`config.mk`:
```
export PLATFORM = sky130hd
export DESIGN_NAME = ect_cycle_ctrl
export DESIGN_NICKNAME = d
export VERILOG_FILES = /design/src/common/ect_pkg.sv /design/src/rtl/ect_cycle_ctrl.sv /design/src/rtl/ect_down_counter.sv /design/src/rtl/ect_timing_regs.sv
export VERILOG_INCLUDE_DIRS = /design/src /design/src/common
export SDC_FILE = /design/constraint.sdc
export NUM_CORES = 1
export LEC_CHECK = 0
export ABC_CLOCK_PERIOD_IN_PS = 4100
export BUFFER_PORTS_ARGS = -buffer_cell sky130_fd_sc_hd__buf_2
export CORE_MARGIN = 8
export CORE_UTILIZATION = 41
export DETAILED_ROUTE_END_ITERATION = 7
export SLEW_MARGIN = 15
export SYNTH_ARGS = -nofsm -noshare
export SYNTH_HDL_FRONTEND = slang
export SYNTH_SLANG_ARGS = --single-unit
```
`constraint.sdc`:
```
create_clock -name clk -period 4.1 [get_ports clk]
set_input_delay 0.615 -clock clk [delete_from_list [all_inputs] [get_ports clk]]
set_output_delay 0.615 -clock clk [all_outputs]
set_load 0.01 [all_outputs]
```
`src/common/ect_defines.svh`:
```
// constants of the expansion command timing block
`ifndef ECT_DEFINES_SVH
`define ECT_DEFINES_SVH

// i/o port addresses
`define ECT_ADDR_W        10
`define ECT_PTR_ADDR      10'h072
`define ECT_DATA_ADDR     10'h073

// pointer byte bits that form the index
`define ECT_IDX_B3        7
`define ECT_IDX_B2        6
`define ECT_IDX_B1        3
`define ECT_IDX_B0        2

// register indices
`define ECT_IDX_BALE_DLY  4'h0
`define ECT_IDX_BALE_WID  4'h1
`define ECT_IDX_NAR_DLY   4'h3
`define ECT_IDX_NAR_WS    4'h4
`define ECT_IDX_WIO_WS    4'h5
`define ECT_IDX_WMEM_DLY  4'h6
`define ECT_IDX_WMEM_WS   4'h7
`define ECT_IDX_ZW_MIN    4'h8
`define ECT_IDX_LRD_WS    4'h9
`define ECT_IDX_LWR_WS    4'hA
`define ECT_IDX_LIO_DLY   4'hC
// spare indices inside the table, writes there are dropped
`define ECT_IDX_SPARE_LO  4'h2
`define ECT_IDX_SPARE_HI  4'hB

// reset values
`define ECT_RST_BALE_DLY  2'h0
`define ECT_RST_BALE_WID  2'h1
`define ECT_RST_NAR_DLY   4'h1
`define ECT_RST_NAR_WS    4'h4
`define ECT_RST_WIO_WS    4'h1
`define ECT_RST_WMEM_DLY  4'h0
`define ECT_RST_WMEM_WS   4'h1
`define ECT_RST_ZW_MIN    4'h0
`define ECT_RST_LRD_WS    4'h1
`define ECT_RST_LWR_WS    4'h1
`define ECT_RST_LIO_DLY   4'h1

// counting
`define ECT_CNT_W         5
`define ECT_PHASE_LAST    1'b1

`endif

```
`src/common/ect_pkg.sv`:
```
// types of the expansion command timing block
`include "ect_defines.svh"
package ect_pkg;

  typedef struct packed {
    logic [1:0] latch_strobe_delay;
    logic [1:0] latch_strobe_width;
    logic [3:0] narrow_cycle_cmd_delay;
    logic [3:0] narrow_cycle_waits;
    logic [3:0] wide_io_waits;
    logic [3:0] wide_mem_cmd_delay;
    logic [3:0] wide_mem_waits;
    logic [3:0] zero_wait_minimum;
    logic [3:0] local_read_waits;
    logic [3:0] local_write_waits;
    logic [3:0] local_io_cmd_delay;
  } ect_timing_t;

  // pin levels, all active high as seen by this block
  typedef struct packed {
    logic cpu_ale;
    logic is_memory;
    logic is_write;
    logic local_board_select;
    logic memcs16;
    logic iocs16;
    logic zero_wait_request;
    logic iochrdy;
    logic high_speed;
  } ect_pins_t;

  typedef struct packed {
    logic bale;
    logic bus_memory_read_cmd_n;
    logic bus_memory_write_cmd_n;
    logic bus_io_read_cmd_n;
    logic bus_io_write_cmd_n;
  } ect_cmd_t;

  typedef struct packed {
    logic                  wr;
    logic [`ECT_ADDR_W-1:0] addr;
    logic [7:0]            data;
  } ect_io_wr_t;

  typedef enum logic [1:0] {BALE_IDLE, BALE_DELAY, BALE_HIGH} ect_bale_st_t;
  typedef enum logic [1:0] {CMD_IDLE, CMD_DELAY, CMD_WAIT} ect_cmd_st_t;

  typedef struct packed {
    logic is_memory;
    logic is_write;
  } ect_kind_t;

endpackage

```
`src/rtl/ect_cycle_ctrl.sv`:
```
// expansion bus command timing: strobe, command delay and wait states
`timescale 1ns/100ps
`default_nettype none
`include "ect_defines.svh"
module ect_cycle_ctrl (
  // clock and reset
  input  wire logic               clk,
  input  wire logic               reset,
  // cpu i/o port access
  input  wire ect_pkg::ect_io_wr_t io_wr,
  input  wire logic               io_rd,
  input  wire logic [`ECT_ADDR_W-1:0] io_rd_addr,
  output logic      [7:0]         io_rdata,
  output logic                    io_rdata_oe,
  // cycle pins, asynchronous
  input  wire ect_pkg::ect_pins_t cycle_pins,
  // bus side
  output ect_pkg::ect_cmd_t       bus_cmd,
  output logic                    cpu_ready
);
  import ect_pkg::*;

  typedef struct packed {
    ect_pins_t            sync1;
    ect_pins_t            sync2;
    logic                 ale_prev;
    ect_bale_st_t         bale_st;
    ect_cmd_st_t          cmd_st;
    ect_kind_t            kind;
    logic [`ECT_CNT_W-1:0] waits;
    logic                 phase;
    logic [`ECT_CNT_W-1:0] elapsed;
    ect_cmd_t             cmd;
    logic                 ready;
  } ect_main_state_t;

  localparam ect_cmd_t CMD_IDLE_VAL = '{1'b0, 1'b1, 1'b1, 1'b1, 1'b1};

  ect_main_state_t cur_ff;
  ect_main_state_t nxt_st;
  ect_timing_t     timing;

  ////////////////////////////////////////////////////////////////////////
  // register file

  ect_timing_regs u_regs (
    .clk    (clk),
    .reset  (reset),
    .io_wr  (io_wr),
    .timing (timing)
  );

  // never answers a read, whatever the address
  assign io_rdata    = 8'h00;
  assign io_rdata_oe = 1'b0;

  ////////////////////////////////////////////////////////////////////////
  // counters

  logic                  b_load;
  logic [`ECT_CNT_W-1:0] b_val;
  logic                  b_dec;
  logic [`ECT_CNT_W-1:0] b_cnt;
  logic                  b_zero;
  logic                  d_load;
  logic [`ECT_CNT_W-1:0] d_val;
  logic                  d_dec;
  logic                  d_zero;
  logic                  w_load;
  logic                  w_dec;
  logic [`ECT_CNT_W-1:0] w_cnt;
  logic                  w_zero;

  ect_down_counter #(.W(`ECT_CNT_W)) u_bale_cnt (
    .clk      (clk),
    .reset    (reset),
    .load     (b_load),
    .load_val (b_val),
    .dec      (b_dec),
    .count    (b_cnt),
    .is_zero  (b_zero)
  );

  ect_down_counter #(.W(`ECT_CNT_W)) u_delay_cnt (
    .clk      (clk),
    .reset    (reset),
    .load     (d_load),
    .load_val (d_val),
    .dec      (d_dec),
    .count    (),
    .is_zero  (d_zero)
  );

  ect_down_counter #(.W(`ECT_CNT_W)) u_wait_cnt (
    .clk      (clk),
    .reset    (reset),
    .load     (w_load),
    .load_val (cur_ff.waits),
    .dec      (w_dec),
    .count    (w_cnt),
    .is_zero  (w_zero)
  );

  ////////////////////////////////////////////////////////////////////////
  // cycle classification

  ect_pins_t  pin;
  logic       ale_rise;
  logic       ale_fall;
  logic [3:0] sel_delay;
  logic [3:0] sel_waits;
  logic       zw_ok;
  logic       wait_done;

  assign pin      = cur_ff.sync2;
  assign ale_rise = pin.cpu_ale && !cur_ff.ale_prev;
  assign ale_fall = !pin.cpu_ale && cur_ff.ale_prev;
  assign zw_ok    = pin.zero_wait_request && (cur_ff.elapsed >= {1'b0, timing.zero_wait_minimum});
  // the ready pin lengthens a cycle once its count has run out, unless an accepted zero-wait request ends it
  assign wait_done = w_zero && pin.iochrdy;

  always_comb begin
    sel_delay = timing.narrow_cycle_cmd_delay;
    sel_waits = timing.narrow_cycle_waits;
    if (pin.local_board_select) begin
      if (pin.is_memory) begin
        sel_delay = 4'h0;
      end else begin
        sel_delay = timing.local_io_cmd_delay;
      end
      // local i/o shares the local memory wait counts
      sel_waits = pin.is_write ? timing.local_write_waits : timing.local_read_waits;
    end else if (pin.is_memory && pin.memcs16) begin
      sel_delay = timing.wide_mem_cmd_delay;
      sel_waits = timing.wide_mem_waits;
    end else if (!pin.is_memory && pin.iocs16) begin
      sel_waits = timing.wide_io_waits;
    end
  end

  ////////////////////////////////////////////////////////////////////////
  // next state

  always_comb begin
    nxt_st          = cur_ff;
    nxt_st.sync1    = cycle_pins;
    nxt_st.sync2    = cur_ff.sync1;
    nxt_st.ale_prev = pin.cpu_ale;
    nxt_st.ready    = 1'b0;
    b_load = 1'b0;
    b_val  = '0;
    b_dec  = 1'b0;
    d_load = 1'b0;
    d_val  = '0;
    d_dec  = 1'b0;
    w_load = 1'b0;
    w_dec  = 1'b0;

    // latch strobe
    unique case (cur_ff.bale_st)
      BALE_IDLE: ;
      BALE_DELAY: begin
        if (b_zero) begin
          nxt_st.bale_st = BALE_HIGH;
          nxt_st.cmd.bale = 1'b1;
          b_load = 1'b1;
          b_val  = {3'b000, timing.latch_strobe_width};
        end else begin
          b_dec = 1'b1;
        end
      end
      BALE_HIGH: begin
        if (b_cnt <= `ECT_CNT_W'(1)) begin
          nxt_st.bale_st = BALE_IDLE;
          nxt_st.cmd.bale = 1'b0;
        end else begin
          b_dec = 1'b1;
        end
      end
    endcase
    if (ale_rise) begin
      nxt_st.bale_st = BALE_DELAY;
      nxt_st.cmd.bale = 1'b0;
      b_load = 1'b1;
      b_val  = {3'b000, timing.latch_strobe_delay};
    end

    // command and wait states
    unique case (cur_ff.cmd_st)
      CMD_IDLE: begin
        if (ale_fall) begin
          nxt_st.cmd_st = CMD_DELAY;
          nxt_st.kind   = '{pin.is_memory, pin.is_write};
          // extra synchronising wait at the fast clock
          nxt_st.waits  = {1'b0, sel_waits} + {4'b0000, pin.high_speed};
          d_load = 1'b1;
          d_val  = {1'b0, sel_delay};
        end
      end
      CMD_DELAY: begin
        if (d_zero) begin
          nxt_st.cmd_st  = CMD_WAIT;
          nxt_st.phase   = 1'b0;
          nxt_st.elapsed = '0;
          w_load = 1'b1;
          nxt_st.cmd.bus_memory_read_cmd_n  = !(cur_ff.kind.is_memory && !cur_ff.kind.is_write);
          nxt_st.cmd.bus_memory_write_cmd_n = !(cur_ff.kind.is_memory && cur_ff.kind.is_write);
          nxt_st.cmd.bus_io_read_cmd_n      = !(!cur_ff.kind.is_memory && !cur_ff.kind.is_write);
          nxt_st.cmd.bus_io_write_cmd_n     = !(!cur_ff.kind.is_memory && cur_ff.kind.is_write);
        end else begin
          d_dec = 1'b1;
        end
      end
      CMD_WAIT: begin
        if (wait_done || zw_ok) begin
          nxt_st.cmd_st = CMD_IDLE;
          nxt_st.ready  = 1'b1;
          nxt_st.cmd.bus_memory_read_cmd_n  = 1'b1;
          nxt_st.cmd.bus_memory_write_cmd_n = 1'b1;
          nxt_st.cmd.bus_io_read_cmd_n      = 1'b1;
          nxt_st.cmd.bus_io_write_cmd_n     = 1'b1;
        end else begin
          nxt_st.phase = !cur_ff.phase;
          if ((cur_ff.phase == `ECT_PHASE_LAST) && !w_zero) begin
            w_dec = 1'b1;
            nxt_st.elapsed = cur_ff.elapsed + `ECT_CNT_W'(1);
          end
        end
      end
    endcase
  end

  always_ff @(posedge clk or posedge reset) begin
    if (reset) begin
      cur_ff         <= '0;
      cur_ff.bale_st <= BALE_IDLE;
      cur_ff.cmd_st  <= CMD_IDLE;
      cur_ff.cmd     <= CMD_IDLE_VAL;
    end else begin
      cur_ff <= nxt_st;
    end
  end

  assign bus_cmd   = cur_ff.cmd;
  assign cpu_ready = cur_ff.ready;

  ////////////////////////////////////////////////////////////////////////
  // checks

  logic cmd_on;
  assign cmd_on = !(cur_ff.cmd.bus_memory_read_cmd_n && cur_ff.cmd.bus_memory_write_cmd_n &&
                    cur_ff.cmd.bus_io_read_cmd_n && cur_ff.cmd.bus_io_write_cmd_n);
endmodule
`default_nettype wire

```
`src/rtl/ect_down_counter.sv`:
```
// loadable down counter shared by strobe, delay and wait timing
`timescale 1ns/100ps
`default_nettype none
module ect_down_counter #(
  parameter int unsigned W = 5
) (
  // clock and reset
  input  wire logic         clk,
  input  wire logic         reset,
  // control
  input  wire logic         load,
  input  wire logic [W-1:0] load_val,
  input  wire logic         dec,
  // state
  output logic      [W-1:0] count,
  output logic              is_zero
);
  typedef struct packed {
    logic [W-1:0] cnt;
  } ect_cnt_state_t;

  ect_cnt_state_t cur_ff;
  ect_cnt_state_t nxt_cnt;

  always_comb begin
    nxt_cnt = cur_ff;
    if (load) begin
      nxt_cnt.cnt = load_val;
    end else if (dec && (cur_ff.cnt != '0)) begin
      nxt_cnt.cnt = cur_ff.cnt - W'(1);
    end
  end

  always_ff @(posedge clk or posedge reset) begin
    if (reset) begin
      cur_ff <= '0;
    end else begin
      cur_ff <= nxt_cnt;
    end
  end

  assign count   = cur_ff.cnt;
  assign is_zero = (cur_ff.cnt == '0);
endmodule
`default_nettype wire

```
`src/rtl/ect_timing_regs.sv`:
```
// indexed write-only timing register file
`timescale 1ns/100ps
`default_nettype none
`include "ect_defines.svh"
module ect_timing_regs (
  // clock and reset
  input  wire logic               clk,
  input  wire logic               reset,
  // i/o write port
  input  wire ect_pkg::ect_io_wr_t io_wr,
  // settings
  output ect_pkg::ect_timing_t    timing
);
  import ect_pkg::*;

  typedef struct packed {
    logic [3:0]  ptr;
    ect_timing_t tm;
  } ect_reg_state_t;

  localparam ect_reg_state_t RESET_VAL = '{
    ptr: 4'h0,
    tm: '{`ECT_RST_BALE_DLY, `ECT_RST_BALE_WID, `ECT_RST_NAR_DLY, `ECT_RST_NAR_WS,
          `ECT_RST_WIO_WS, `ECT_RST_WMEM_DLY, `ECT_RST_WMEM_WS, `ECT_RST_ZW_MIN,
          `ECT_RST_LRD_WS, `ECT_RST_LWR_WS, `ECT_RST_LIO_DLY}};

  ect_reg_state_t cur_ff;
  ect_reg_state_t nxt_reg;
  logic [3:0]     wr_idx;

  assign wr_idx = {io_wr.data[`ECT_IDX_B3], io_wr.data[`ECT_IDX_B2],
                   io_wr.data[`ECT_IDX_B1], io_wr.data[`ECT_IDX_B0]};

  always_comb begin
    nxt_reg = cur_ff;
    if (io_wr.wr && (io_wr.addr == `ECT_PTR_ADDR)) begin
      nxt_reg.ptr = wr_idx;
    end
    if (io_wr.wr && (io_wr.addr == `ECT_DATA_ADDR)) begin
      // indices 2, 11 and 13-15 fall through untouched
      unique case (cur_ff.ptr)
        `ECT_IDX_BALE_DLY: nxt_reg.tm.latch_strobe_delay     = io_wr.data[1:0];
        `ECT_IDX_BALE_WID: nxt_reg.tm.latch_strobe_width     = io_wr.data[1:0];
        `ECT_IDX_NAR_DLY:  nxt_reg.tm.narrow_cycle_cmd_delay = io_wr.data[3:0];
        `ECT_IDX_NAR_WS:   nxt_reg.tm.narrow_cycle_waits     = io_wr.data[3:0];
        `ECT_IDX_WIO_WS:   nxt_reg.tm.wide_io_waits          = io_wr.data[3:0];
        `ECT_IDX_WMEM_DLY: nxt_reg.tm.wide_mem_cmd_delay     = io_wr.data[3:0];
        `ECT_IDX_WMEM_WS:  nxt_reg.tm.wide_mem_waits         = io_wr.data[3:0];
        `ECT_IDX_ZW_MIN:   nxt_reg.tm.zero_wait_minimum      = io_wr.data[3:0];
        `ECT_IDX_LRD_WS:   nxt_reg.tm.local_read_waits       = io_wr.data[3:0];
        `ECT_IDX_LWR_WS:   nxt_reg.tm.local_write_waits      = io_wr.data[3:0];
        `ECT_IDX_LIO_DLY:  nxt_reg.tm.local_io_cmd_delay     = io_wr.data[3:0];
        default: ;
      endcase
    end
  end

  always_ff @(posedge clk or posedge reset) begin
    if (reset) begin
      cur_ff <= RESET_VAL;
    end else begin
      cur_ff <= nxt_reg;
    end
  end

  assign timing = cur_ff.tm;
endmodule
`default_nettype wire

```
==> out/metrics.csv <==
stage,metric,value,unit
cts,Num CTS Buffers,9,
drt,initial DRC count,196,
sta,Slew headroom,47.21,%
power_and_ir_drop,Pleak,2.626,nW
final_layout,Final Cell Area,5648,um2
synthesis,synthesized area per cell,11.56,um2
synthesis,Most used DFF post-synth,dfrtp_1,
grt,total track usage,12.70,%
setup_path,CP Max Fanout,8,
sta,Period minus WS final,2281,ps
floorplan,standard-cell row count,40,
drt,vias,3268,
setup_path,WP data arrival,2550,ps
final_layout,share of layout cells above drive strength 1,20.90,%
floorplan,DIE AREA,16190,um2
sta,final clock skew,7.423,ps
final_layout,fillcell total,1111,
job,Max-cap violations,0,
setup_path,Worst Reg-to-Reg Cells,7,
placement,Final GP Congestion,0.7924,
sta,"Hold Vio Cnt, Final",0,
grt,maximum number of pins on one net before global-route repair,36,
sta,setup TNS,0,ps
drt,total wire length,9421,um
power_and_ir_drop,Max IR drop VDD,0.0002182,V
placement,count of input and output buffers,33,
sta,max-slew violations,0,
cts,Post-CTS Resized,0,
synthesis,"Distinct cells, synth",69,
outcome,status,"complete, no violations",
sta,RSZ-0062 raised after global routing,no,
drt,vias per cell,5.130,
final_layout,Antenna Cells,0,
drt,Final ANT Viol Nets,0,
sta,Hold Worst Slack,261.6,ps
floorplan,die height,127.2,um
setup_path,Startpoint Class,register,
setup_path,Crit Reg-Reg Endpoint,cur_ff[11]$_DFFE_PP0P_,
floorplan,Initial Util,42.06,%
sta,fin crit share,55.63,%
drt,Avg WL per Cell,14.79,um
setup_path,Buffers & Inverters on Critical Path,1,
synthesis,"Seq/Total Area, Yosys",49.62,%
floorplan,I/O pins,56,
cts,clock buffer depth,2,
setup_path,"CP delay by family, top",compound AO/OA/AOI/OAI gates,
setup_path,Crit Path Category,reg -> reg,
synthesis,"FF+latch count, synth",100,
sta,Setup-failing EPs final,0,
setup_path,critical-path cell list,"inv_1, ha_1, nand2b_1, a31oi_2, o211ai_1, or3_1, a21oi_1",
floorplan,core area,12060,um2
setup_path,peak per-stage delay on the critical path,420,ps
placement,count of placed standard cells including taps,621,
sta,transition time of the tightest slew-check pin,789.5,ps
cts,# hold bufs at CTS,0,
grt,initial antenna violation count,0,
cts,Worst-Skew Late Latency,350,ps
cts,Root Driver,clkbuf_16,
cts,CTS Sinks,100,
synthesis,Post-synth EDFFs,0,
synthesis,Syn Inst Count,439,
cts,clk slew on worst S/H paths,70,ps
final_layout,"non-filler cells, final",637,
sta,Max Freq,0.4385,GHz
floorplan,Die Wd,127.2,um
power_and_ir_drop,PD cells,547.4,nW/um2
setup_path,CP max stage cell,or3_1,
final_layout,Nets,523,
grt,number of global-route vias before repair,3331,
setup_path,reg2reg start,cur_ff[6]$_DFFE_PP0P_,
final_layout,Synth-to-Final Area Change,11.32,%
drt,DRC violation count after routing,0,
placement,"Cell Area, Placed",5325,um2
cts,H-tree levels,3,
synthesis,asr flop ratio synth,100.0,%
setup_path,Crit path required time,4370,ps
drt,drt pass-1 iters,4,
worst_hold_path,HP Class,in -> async,
synthesis,Synth warnings,0,
grt,Congestion Overflow GR,0,
setup_path,r2r setup slk,1820,ps
final_layout,most frequent cells in the layout,"dfrtp_1, mux2_1, buf_2",
final_layout,"commonest non-fill, non-tap cell in the layout",dfrtp_1,
power_and_ir_drop,total power,3.092,mW
setup_path,CP Capture Type,register,
synthesis,post-synthesis cell area,5074,um2
cts,post-CTS setup buffer count,0,
placement,post-detail-place hpwl,6829,um
cts,CTS tree,yes,
grt,first-pass GRT wire length,16440,um
## sequential cells by signal (all words and copies together), names as in the netlist
| name | cells |
|---|---|
| bus_cmd | 4 |
| u_bale_cnt.count | 5 |
| cpu_ready | 1 |
| cur_ff | 36 |
| u_delay_cnt.count | 5 |
| u_regs.cur_ff | 4 |
| u_regs.timing | 40 |
| u_wait_cnt.count | 5 |
## report_power, final
part	total (mW)	switching (mW)	leakage (nW)	internal [mW]
registers	1.30	0.151	1.27	1.15
clock network	0.927	0.384	0.159	0.543
logic	0.865	0.474	1.20	0.392
total	3.09	1.01	2.63	2.08
## cell usage after synthesis, drive strengths merged (2+ instances only)
cell,instances,area [um2]
nor2,32,170.2
o22a,2,17.52
and2,3,18.77
ha,18,225.2
xor2,2,17.52
mux2,50,566.8
mux2i,19,190.2
o21bai,3,33.78
a21o,3,22.52
inv,19,71.32
nor2b,9,58.81
clkbuf,9,33.78
dfstp,12,315.3
o21ai,12,60.05
nand4,3,18.77
o211ai,5,42.54
a21oi,15,86.34
buf,20,137.6
and4bb,2,25.02
or3b,3,31.28
xnor2,4,35.03
a311o,2,20.02
or3,7,48.80
nand2b,8,50.05
o22ai,3,18.77
a31oi,15,100.1
nand3,14,70.07
nand2,24,95.09
nor4b,2,47.55
dfrtp,88,2202
nand3b,3,22.52
nor3,5,25.02
and3,3,18.77
## worst max path at each step
stage / start / to / slack, ps / depth (start not counted)
2_1_floorplan: reset / cpu_ready$_DFF_PP0_ / 890 / 1
3_3_place_gp: io_wr[17] / u_regs.timing[13]$_DFFE_PP0P_ / 1840 / 6
3_5_place_dp: io_wr[17] / u_regs.timing[13]$_DFFE_PP0P_ / 1790 / 6
4_1_cts: cur_ff[6]$_DFFE_PP0P_ / cur_ff[11]$_DFFE_PP0P_ / 1820 / 7
5_1_grt: cur_ff[6]$_DFFE_PP0P_ / cur_ff[11]$_DFFE_PP0P_ / 1670 / 7
6_report: cur_ff[6]$_DFFE_PP0P_ / cur_ff[11]$_DFFE_PP0P_ / 1820 / 7
## logic make-up (layout without fill, tap and decap cells)
family	after synthesis	count (layout)	share of synthesized area (%)
XOR/XNOR	6	6	1.036
other	1	9	0.07391
AND/OR/NAND/NOR	122	122	14.57
buffers and inverters	48	70	4.784
multiplexers	69	69	14.92
AO/OA/AOI/OAI	75	75	10.56
flip-flops	100	100	49.62
adder cells (fa/ha/maj)	18	18	4.439
## worst register-to-register path, stage by stage, from the launching register on
cell      delay [ps]
dfrtp_1          400
inv_1             90
ha_1             290
nand2b_1         150
a31oi_2          350
o211ai_1         330
or3_1            420
a21oi_1          170
## metrics by stage
step	worst slack (ps)	utilization (%)
6_report	1819	46.83
5_1_grt	1670	46.83
4_1_cts	1822	46.83
3_5_place_dp	1792	44.15
3_3_place_gp	1840	44.15
2_1_floorplan	886.1	-
## metal layers
layer  up-vias  wire, um  share of wire, %  global-route usage (%)
met3        10       419               4.4                   4.326
met1      1611      4568                48                   16.13
met4         0       114               1.2                   4.199
li1       1595         -                 -                       -
met5         -         0                 0                       0
met2        52      4319                46                   19.84
## layout make-up
class	count	area, um2	area share (%)
repair buffers	35	180.2	3.190
clock buffers	10	229.0	4.054
clock inverters	6	93.84	1.661
well taps	168	210.2	3.722
flip-flops and latches	100	2517	44.57
inverters	19	73.82	1.307
multi-input cells	299	2344	41.49
No activity file was read; power rests on OpenSTA's default activity.
